`src/cs_port_regs.vh`:
```
`ifndef CS_PORT_REGS_VH
`define CS_PORT_REGS_VH
// Register addresses on the special-function-register bus
`define STROBE_POLARITY_CTRL_ADDR 8'hae
`define PINS_ONE_ZERO_CONFIG_ADDR 8'hc2
`define PINS_THREE_TWO_CONFIG_ADDR 8'hc3
`define NIBBLE_PORT_DATA_ADDR 8'hd8
`define PIN0_BASE_LOW_ADDR 8'h84
`define PIN0_BASE_HIGH_ADDR 8'h85
`define PIN1_BASE_LOW_ADDR 8'h94
`define PIN1_BASE_HIGH_ADDR 8'h95
`define PIN2_BASE_LOW_ADDR 8'hac
`define PIN2_BASE_HIGH_ADDR 8'had
`define PIN3_BASE_LOW_ADDR 8'hb4
`define PIN3_BASE_HIGH_ADDR 8'hb5
// Field positions
`define FUNC_HI_FIELD_MSB 7
`define FUNC_HI_FIELD_LSB 6
`define CMP_HI_FIELD_MSB 5
`define CMP_HI_FIELD_LSB 4
`define FUNC_LO_FIELD_MSB 3
`define FUNC_LO_FIELD_LSB 2
`define CMP_LO_FIELD_MSB 1
`define CMP_LO_FIELD_LSB 0
`define POLARITY_FIELD_MSB 7
`define POLARITY_FIELD_LSB 4
`define PORT_DATA_FIELD_MSB 3
`define PORT_DATA_FIELD_LSB 0
// Encodings
`define FUNC_GPIO 2'b00
`define FUNC_READ 2'b01
`define FUNC_WRITE 2'b10
`define FUNC_BOTH 2'b11
`define CMP_FULL 2'b00
`define CMP_A15_A1 2'b01
`define CMP_A15_A2 2'b10
`define CMP_A15_A8 2'b11
// Reset values
`define CONFIG_RESET 8'h00
`define POLARITY_RESET 4'h0
`define PORT_DATA_RESET 4'hf
`define BASE_RESET 8'h00
`endif

```
`src/addr_matcher.v`:
```
`timescale 1ns/10ps
`include "cs_port_regs.vh"
module addr_matcher #(
    parameter AW = 16
) (
    input wire [AW-1:0] addr,
    input wire [AW-1:0] base,
    input wire [1:0] compare_len,
    output wire match
);
    reg [AW-1:0] care;
    always @* begin
        case (compare_len)
            `CMP_FULL: care = {AW{1'b1}};
            `CMP_A15_A1: care = {{(AW-1){1'b1}}, 1'b0};
            `CMP_A15_A2: care = {{(AW-2){1'b1}}, 2'b00};
            `CMP_A15_A8: care = {{(AW-8){1'b1}}, 8'h00};
            default: care = {AW{1'b1}};
        endcase
    end
    // Differences only in masked bits still match
    assign match = ((addr ^ base) & care) == {AW{1'b0}};
endmodule // addr_matcher

```
`src/cs_port.v`:
```
`timescale 1ns/10ps
`include "cs_port_regs.vh"
module cs_port #(
    parameter AW = 16,
    parameter NPINS = 4
) (
    input wire sys_clk,
    input wire rst,
    input wire [7:0] sfr_addr,
    input wire [7:0] sfr_wdata,
    input wire sfr_we,
    input wire sfr_re,
    output reg [7:0] sfr_rdata,
    output wire sfr_hit,
    input wire [AW-1:0] ext_addr,
    input wire ext_rd_n,
    input wire ext_wr_n,
    input wire [NPINS-1:0] pin_in,
    output wire [NPINS-1:0] pin_out,
    output wire [NPINS-1:0] pin_oe,
    output wire ext_int2_n,
    output wire ext_int3_n
);
    reg [7:0] pins_one_zero_config_q;
    reg [7:0] pins_three_two_config_q;
    reg [3:0] polarity_q;
    reg [3:0] port_data_q;
    reg [7:0] base_high_q [0:NPINS-1];
    reg [7:0] base_low_q [0:NPINS-1];
    reg [1:0] func [0:NPINS-1];
    reg [1:0] cmp [0:NPINS-1];
    wire [NPINS-1:0] match;
    reg [NPINS-1:0] strobe_active;
    reg [NPINS-1:0] pin_drive;
    reg [NPINS-1:0] pin_en;
    integer i;
    integer j;
    integer m;

    function [7:0] base_low_addr;
        input [1:0] idx;
        begin
            case (idx)
                2'd0: base_low_addr = `PIN0_BASE_LOW_ADDR;
                2'd1: base_low_addr = `PIN1_BASE_LOW_ADDR;
                2'd2: base_low_addr = `PIN2_BASE_LOW_ADDR;
                default: base_low_addr = `PIN3_BASE_LOW_ADDR;
            endcase
        end
    endfunction

    function [7:0] base_high_addr;
        input [1:0] idx;
        begin
            case (idx)
                2'd0: base_high_addr = `PIN0_BASE_HIGH_ADDR;
                2'd1: base_high_addr = `PIN1_BASE_HIGH_ADDR;
                2'd2: base_high_addr = `PIN2_BASE_HIGH_ADDR;
                default: base_high_addr = `PIN3_BASE_HIGH_ADDR;
            endcase
        end
    endfunction

    function is_base_addr;
        input [7:0] a;
        integer k;
        begin
            is_base_addr = 1'b0;
            for (k = 0; k < 4; k = k + 1) begin
                if (a == base_low_addr(k[1:0]) || a == base_high_addr(k[1:0])) begin
                    is_base_addr = 1'b1;
                end
            end
        end
    endfunction

    // Register writes
    always @(posedge sys_clk or posedge rst) begin
        if (rst) begin
            pins_one_zero_config_q <= `CONFIG_RESET;
            pins_three_two_config_q <= `CONFIG_RESET;
            polarity_q <= `POLARITY_RESET;
            port_data_q <= `PORT_DATA_RESET;
            for (i = 0; i < NPINS; i = i + 1) begin
                base_high_q[i] <= `BASE_RESET;
                base_low_q[i] <= `BASE_RESET;
            end
        end else if (sfr_we) begin
            case (sfr_addr)
                `PINS_ONE_ZERO_CONFIG_ADDR: pins_one_zero_config_q <= sfr_wdata;
                `PINS_THREE_TWO_CONFIG_ADDR: pins_three_two_config_q <= sfr_wdata;
                `STROBE_POLARITY_CTRL_ADDR: begin
                    polarity_q <= sfr_wdata[`POLARITY_FIELD_MSB:`POLARITY_FIELD_LSB];
                end
                `NIBBLE_PORT_DATA_ADDR: begin
                    port_data_q <= sfr_wdata[`PORT_DATA_FIELD_MSB:`PORT_DATA_FIELD_LSB];
                end
                default: begin
                    for (i = 0; i < NPINS; i = i + 1) begin
                        if (sfr_addr == base_high_addr(i[1:0])) begin
                            base_high_q[i] <= sfr_wdata;
                        end
                        if (sfr_addr == base_low_addr(i[1:0])) begin
                            base_low_q[i] <= sfr_wdata;
                        end
                    end
                end
            endcase
        end
    end

    // Field extraction per pin
    always @* begin
        func[0] = pins_one_zero_config_q[`FUNC_LO_FIELD_MSB:`FUNC_LO_FIELD_LSB];
        cmp[0] = pins_one_zero_config_q[`CMP_LO_FIELD_MSB:`CMP_LO_FIELD_LSB];
        func[1] = pins_one_zero_config_q[`FUNC_HI_FIELD_MSB:`FUNC_HI_FIELD_LSB];
        cmp[1] = pins_one_zero_config_q[`CMP_HI_FIELD_MSB:`CMP_HI_FIELD_LSB];
        func[2] = pins_three_two_config_q[`FUNC_LO_FIELD_MSB:`FUNC_LO_FIELD_LSB];
        cmp[2] = pins_three_two_config_q[`CMP_LO_FIELD_MSB:`CMP_LO_FIELD_LSB];
        func[3] = pins_three_two_config_q[`FUNC_HI_FIELD_MSB:`FUNC_HI_FIELD_LSB];
        cmp[3] = pins_three_two_config_q[`CMP_HI_FIELD_MSB:`CMP_HI_FIELD_LSB];
    end

    genvar g;
    generate
        for (g = 0; g < NPINS; g = g + 1) begin : gen_pin
            addr_matcher #(
                .AW(AW)
            ) u_match (
                .addr(ext_addr),
                .base({base_high_q[g], base_low_q[g]}),
                .compare_len(cmp[g]),
                .match(match[g])
            );
        end
    endgenerate

    // Strobe is combinational so it tracks the bus strobes in the same cycle
    // Own loop index, so no variable is shared between processes
    always @* begin
        for (j = 0; j < NPINS; j = j + 1) begin
            case (func[j])
                `FUNC_READ: strobe_active[j] = match[j] & ~ext_rd_n;
                `FUNC_WRITE: strobe_active[j] = match[j] & ~ext_wr_n;
                `FUNC_BOTH: strobe_active[j] = match[j] & (~ext_rd_n | ~ext_wr_n);
                default: strobe_active[j] = 1'b0;
            endcase
            if (func[j] == `FUNC_GPIO) begin
                // Quasi-bidirectional: drive only a low, a one floats to the pull-up
                pin_drive[j] = 1'b0;
                pin_en[j] = ~port_data_q[j];
            end else begin
                // Port data bit is ignored while strobing
                pin_drive[j] = strobe_active[j] ~^ polarity_q[j];
                pin_en[j] = 1'b1;
            end
        end
    end

    assign pin_out = pin_drive;
    assign pin_oe = pin_en;

    // Extra interrupt inputs only see the pin in port mode
    assign ext_int2_n = (func[2] == `FUNC_GPIO) ? pin_in[2] : 1'b1;
    assign ext_int3_n = (func[3] == `FUNC_GPIO) ? pin_in[3] : 1'b1;

    assign sfr_hit = (sfr_addr == `PINS_ONE_ZERO_CONFIG_ADDR) ||
                     (sfr_addr == `PINS_THREE_TWO_CONFIG_ADDR) ||
                     (sfr_addr == `STROBE_POLARITY_CTRL_ADDR) ||
                     (sfr_addr == `NIBBLE_PORT_DATA_ADDR) ||
                     is_base_addr(sfr_addr);

    // Read data is registered; port read returns pin levels in the low nibble
    always @(posedge sys_clk or posedge rst) begin
        if (rst) begin
            sfr_rdata <= 8'h00;
        end else if (sfr_re) begin
            sfr_rdata <= 8'h00;
            case (sfr_addr)
                `PINS_ONE_ZERO_CONFIG_ADDR: sfr_rdata <= pins_one_zero_config_q;
                `PINS_THREE_TWO_CONFIG_ADDR: sfr_rdata <= pins_three_two_config_q;
                `STROBE_POLARITY_CTRL_ADDR: sfr_rdata <= {polarity_q, 4'h0};
                `NIBBLE_PORT_DATA_ADDR: sfr_rdata <= {4'h0, pin_in};
                default: begin
                    for (m = 0; m < NPINS; m = m + 1) begin
                        if (sfr_addr == base_high_addr(m[1:0])) begin
                            sfr_rdata <= base_high_q[m];
                        end
                        if (sfr_addr == base_low_addr(m[1:0])) begin
                            sfr_rdata <= base_low_q[m];
                        end
                    end
                end
            endcase
        end
    end
endmodule // cs_port

```
`config.mk`:
```
export PLATFORM = sky130hd
export DESIGN_NAME = cs_port
export DESIGN_NICKNAME = d
export VERILOG_FILES = /design/src/addr_matcher.v /design/src/cs_port.v
export VERILOG_INCLUDE_DIRS = /design/src
export SDC_FILE = /design/constraint.sdc
export NUM_CORES = 1
export LEC_CHECK = 0
export BUFFER_PORTS_ARGS = -buffer_cell sky130_fd_sc_hd__buf_2
export CAP_MARGIN = 20
export CORE_MARGIN = 1.5
export CORE_UTILIZATION = 59
export DETAILED_ROUTE_END_ITERATION = 6
export GPL_ROUTABILITY_DRIVEN = 0
export PLACE_DENSITY_LB_ADDON = 0.3
export RECOVER_POWER = 25
export SYNTH_ARGS = -nofsm -noshare
export SYNTH_HDL_FRONTEND = slang
export SYNTH_HIERARCHICAL = 1
export SYNTH_SLANG_ARGS = --single-unit
```
`constraint.sdc`:
```
create_clock -name sys_clk -period 4.4 [get_ports sys_clk]
set_clock_uncertainty 0.05 [all_clocks]
set_input_delay 1.32 -clock sys_clk [delete_from_list [all_inputs] [get_ports sys_clk]]
set_output_delay 1.32 -clock sys_clk [all_outputs]
set_load 0.01 [all_outputs]
```
# == Yosys cells after proc, flatten, opt, wreduce, memory -nomap -nowiden ==
# Index checks and enable logic that the tools add are counted.
# classes
n_eq_ne,52
n_bitwise,32
n_reduce_logical,33
n_mux,55
# op_table
operator,count
8-bit 2-to-1 mux,32
16-bit one-hot mux with 4 select lines,4
8-bit equality test,16
"8-bit equality test, second input constant",12
16-bit bitwise AND,4
16-bit logical NOT,4
16-bit XOR,4
"2-bit equality test, second input constant",16
8-bit one-hot mux with 4 select lines,1
3-bit AND reduction,8
"2-bit by 1-bit equality test with 1-bit output, second input constant",8
2-bit logical NOT,8
1-bit 2-to-1 mux,14
1-bit bitwise AND,12
1-bit one-hot mux with 3 select lines,4
1-bit logical OR,8
2-bit AND reduction,4
1-bit NOT,7
4-bit OR reduction,1
1-bit XNOR,4
1-bit OR,1
# totals
output_inout_bits,19
input_bits,42
regBits,96

# == Depth between registers and ports, before layout ==
# depth
word_depth,14
mapped_depth,8
ltp_nobuf,7

# == By module ==
# Netlist, hierarchy kept.
# by_module_without_submodules
mod,instances,cells_each,area_each_um2,seq_area_each_um2
cs_port,1,406,4847.1,2407.3
addr_matcher,4,25,196.4,0.0

# == Least setup slack after synthesis ==
# No wires, ideal clock.
# synth_path
kind,input-to-output
startpoint,input port sfr_addr[5]
endpoint,output port sfr_hit
t_arrival_ns,2.503
stages,7
slack_ns,0.527
path_cell_list,buf_6 -> nor4bb_1 -> clkbuf_1 -> o21a_1 -> nor2_2 -> buf_2 -> nand2_1
# synth_via
elab_chain_cells,7
elab_cells_between_ends,24
cone_classes,eq/ne: 12; mux: 4; reduce/logical: 8
# synth_lines
item,line,rtl
start: declaration,cs_port.v:9,"input wire [7:0] sfr_addr,"
8-bit equality test,cs_port.v:70,if (a == base_low_addr(k[1:0]) || a == base_high_addr(k[1:0])) begin
1-bit logical OR,cs_port.v:70,
1-bit 2-to-1 mux (4 in series),cs_port.v:70,
1-bit logical OR *,cs_port.v:167,assign sfr_hit = (sfr_addr == `PINS_ONE_ZERO_CONFIG_ADDR) ||
end: declaration,cs_port.v:14,"output wire sfr_hit,"
# Every way passes the cells marked *; elsewhere a longest branch is shown, timed or not.

# == Worst setup path after layout ==
# layout_path
startpoint,input port ext_addr[7]
endpoint,output port pin_out[0]
# layout_via
elab_chain_cells,7
elab_cells_between_ends,9
cone_classes,mux: 2; bitwise: 6; reduce/logical: 1
# layout_lines
item,line,rtl
start: declaration,cs_port.v:15,"input wire [AW-1:0] ext_addr,"
16-bit XOR *,addr_matcher.v:22,assign match = ((addr ^ base) & care) == {AW{1'b0}};
16-bit bitwise AND *,addr_matcher.v:22,
16-bit logical NOT *,addr_matcher.v:22,
named net match[0],cs_port.v:32,wire [NPINS-1:0] match;
1-bit bitwise AND (on tied branches),"cs_port.v:145, cs_port.v:143, cs_port.v:144",
1-bit one-hot mux with 3 select lines *,cs_port.v:142,case (func[j])
1-bit XNOR *,cs_port.v:154,pin_drive[j] = strobe_active[j] ~^ polarity_q[j];
1-bit 2-to-1 mux *,cs_port.v:148,if (func[j] == `FUNC_GPIO) begin
end: declaration,cs_port.v:19,"output wire [NPINS-1:0] pin_out,"
# Mark *: on every way through the listed nets, which the timed path passes. The rest lies on a longest branch.

==> results.md <==
- CTS tree: built
- Final setup violation count: 0
- Non-Filler Instances: 695
- Crit end category: output port
- Ys Warns: 6
- Area share of the largest cell type after synthesis: 0.4087
- Core Rows: 35
- Aggregate global-route resource usage: 0.3102
- Max Fclk: 228.6 MHz
- Post-Syn Area: 5633 µm²
- Grt ovf: 0
- Wl on met1: 6.372 mm
- Hpwl dp: 11.17 mm
- TritonRoute pass-1 iters: 5
- R2R Path End: sfr_rdata[6]
- Required time of the critical path: 3.03 ns
- Worst vdd ir: 0.2039 mV
- DR WL met2: 7.136 mm
- HP Class: reg -> reg
- 1st-iter DRT viols: 546
- Placed insts: 679
- Worst-Margin Slew: 2.041 ns
- Final ANT Viol Nets: 0
- Final wirelength: 15.13 mm
- Core ar.: 9240 µm²
- Synth Net Count: 548
- Largest net degree at the start of global routing: 50
- Sequential share of the synthesized area: 0.4274
- FF+latch count, synth: 96
- Commonest non-fill, non-tap cell in the layout: dfrtp_1
- Nets: 603
- Max-cap viol count: 1
- Clock slew at reported path FFs: 0.09 ns
- Final min period: 4.374 ns
- Setup TNS: 0 ns
- Total Die Area: 10140 µm²
- Critical path class: in -> out
- Most frequent cells in the layout: dfrtp_1, mux2_2, buf_2, xor2_1, nand3_1
- Slew margin rel.: -0.3680
- Fin. Hold Viols: 0
- CP endpoint: pin_out[0]
- Synth top area cells: dfrtp_1, mux2_2, xor2_1, nand3_1, mux4_2
- Drt drc: 0
- Longest Clk Path Bufs: 2
- TritonCTS Buffers: 9
- Final worst slack: 0.02611 ns
- Clk Latency, worst-skew pair: 0.37 ns
- Hold Buf Count CTS: 0
- Failing checks: max-capacitance violations, max-slew violations
- Reg2reg setup slack: 2.73 ns
- First-pass GRT wire length: 23.54 mm
- Detailed-route via count: 4483
- Final period util: 0.9941
- Number of diodes: 0
- Met3 WL post-DR: 1.250 mm
- Post-synth top area cell: dfrtp_1
- Vias in the first global route: 4223
- Multi-input combinational cell area: 3127 µm²
- Dpl ws: 0.02222 ns
- Number of synthesized flops with an enable pin: 0
- H-tree levels: 3
- Crit Path Max Fanout: 4
- FF-to-FF Start: base_high_q[22]
- Layout cell share with drive strength beyond 1: 0.3728
- FILL cells: 691
- RSZ-0062 raised after global routing: no
- Die outline width: 100.7 µm
- Core Util, Final: 0.6806
- WL/cell: 21.76 µm
- Leakage: 2.977 nW
- Critical Path AT: 3.00 ns
- P&R area growth vs syn: 11.64%
- CP Launch Point: ext_addr[7]
- Worst setup SP type: primary input
- Avg Inst Size Synth: 11.13 µm²
- Root Buffer: clkbuf_8
- Status: finished, violations left
- Fraction of registers with async set or reset after synthesis: 1.000
- Syn Inst Count: 506
- Synth Flop Type: dfrtp_1
- FF-to-FF path depth: 5
- CTS sink count: 96
- Postcts setup bufs: 0
- Final Slew Violations: 49
- Distinct cell type count after synthesis: 56
- Hold path start: sfr_rdata[1]
- Port Buffer Count: 60
- DIE HEIGHT: 100.7 µm
- Total power: 1.836 mW
- FF+latch area: 2407 µm²
- Post-DR vias/cell: 6.450
- Initial antenna violation count: 0
- IO Pins: 61
- Initial Util: 0.6096
- PD cells: 291.9 nW/µm²
- Top Metal Used: met4
[flip-flops by register name (all words and copies together), names as in the netlist]
signal,cells
port_data_q,4
base_high_q,32
base_low_q,32
polarity_q,4
pins_three_two_config_q,8
pins_one_zero_config_q,8
sfr_rdata,8
[area by class of cell]
type,instances,area share
Multi-Input combinational cell,379,0.4972
Tap cell,129,0.02567
Inverter,5,0.003183
Clock inverter,7,0.01214
Clock buffer,9,0.01970
Timing Repair Buffer,70,0.05929
Sequential cell,96,0.3828
[through the flow]
step / hold WS (ns) / instance area [µm²]
after detailed placement: 0.4584 / 6071
final: 0.4787 / 6289
after global placement: 0.4551 / 6071
after CTS: 0.4841 / 6271
after floorplan: 0.4655 / 5633
after global routing: 0.5140 / 6289
[timing repair]
action / 4_1_cts / 5_1_grt
gates resized for setup: 0 / 5
setup endpoints to repair: 0 / 2
hold endpoints to repair: 0 / 0
[cell usage after synthesis, types with 3 or more instances]
master and count:
nand2b_1 7, a31oi_1 14, a221oi_1 4, dfrtp_1 92, and3_1 4, a22oi_1 3, nand2_1 32, xor2_1 56
mux4_2 6, clkbuf_1 17, a21oi_1 18, nand3_1 41, nor4_1 9, xnor2_1 9, dfstp_2 4, o2111ai_1 4
inv_1 5, nor2_1 21, nor4_2 4, buf_2 6, and4b_1 3, mux2_2 91, o21ai_0 5, o221ai_1 7
a21boi_0 3
[critical path, stage by stage]
cell	delay [ns]
buf_2	0.14
xor2_1	0.15
nor4_2	0.46
o2111ai_1	0.20
a31oi_2	0.30
a21oi_1	0.09
a31oi_1	0.15
nor2_1	0.05
buf_2	0.13
[power by group]
group	internal, mW	switching, mW	total (mW)
registers	0.927	0.0482	0.975
clock network	0.268	0.329	0.597
logic	0.113	0.151	0.264
[worst min-delay path by stage]
stage | cells after the start | slack, ns | to
floorplan | 1 | 0.47 | base_low_q[23]
global placement | 2 | 0.46 | sfr_rdata[3]
detailed placement | 2 | 0.46 | sfr_rdata[1]
CTS | 2 | 0.48 | sfr_rdata[1]
global route | 2 | 0.51 | sfr_rdata[1]
finish | 2 | 0.48 | sfr_rdata[1]
[logic make-up (layout without fill, tap and decap cells)]
group / Yosys count / after routing / synth area share
muxes: 99 / 99 / 0.2095
and+or+nand+nor: 148 / 148 / 0.1577
buffers and inverters: 31 / 91 / 0.02466
xor gates and xnor gates: 65 / 65 / 0.1011
DFF: 96 / 96 / 0.4274
AOI/OAI and AO/OA: 67 / 67 / 0.07974
[per-layer routing]
| metal | GRT usage | vias up |
|---|---|---|
| li1 | - | 1977 |
| met1 | 0.4459 | 2216 |
| met2 | 0.4777 | 254 |
| met3 | 0.05687 | 36 |
| met4 | 0.09751 | 0 |
| met5 | 0 | - |
Power figures use the tool's default switching activity.
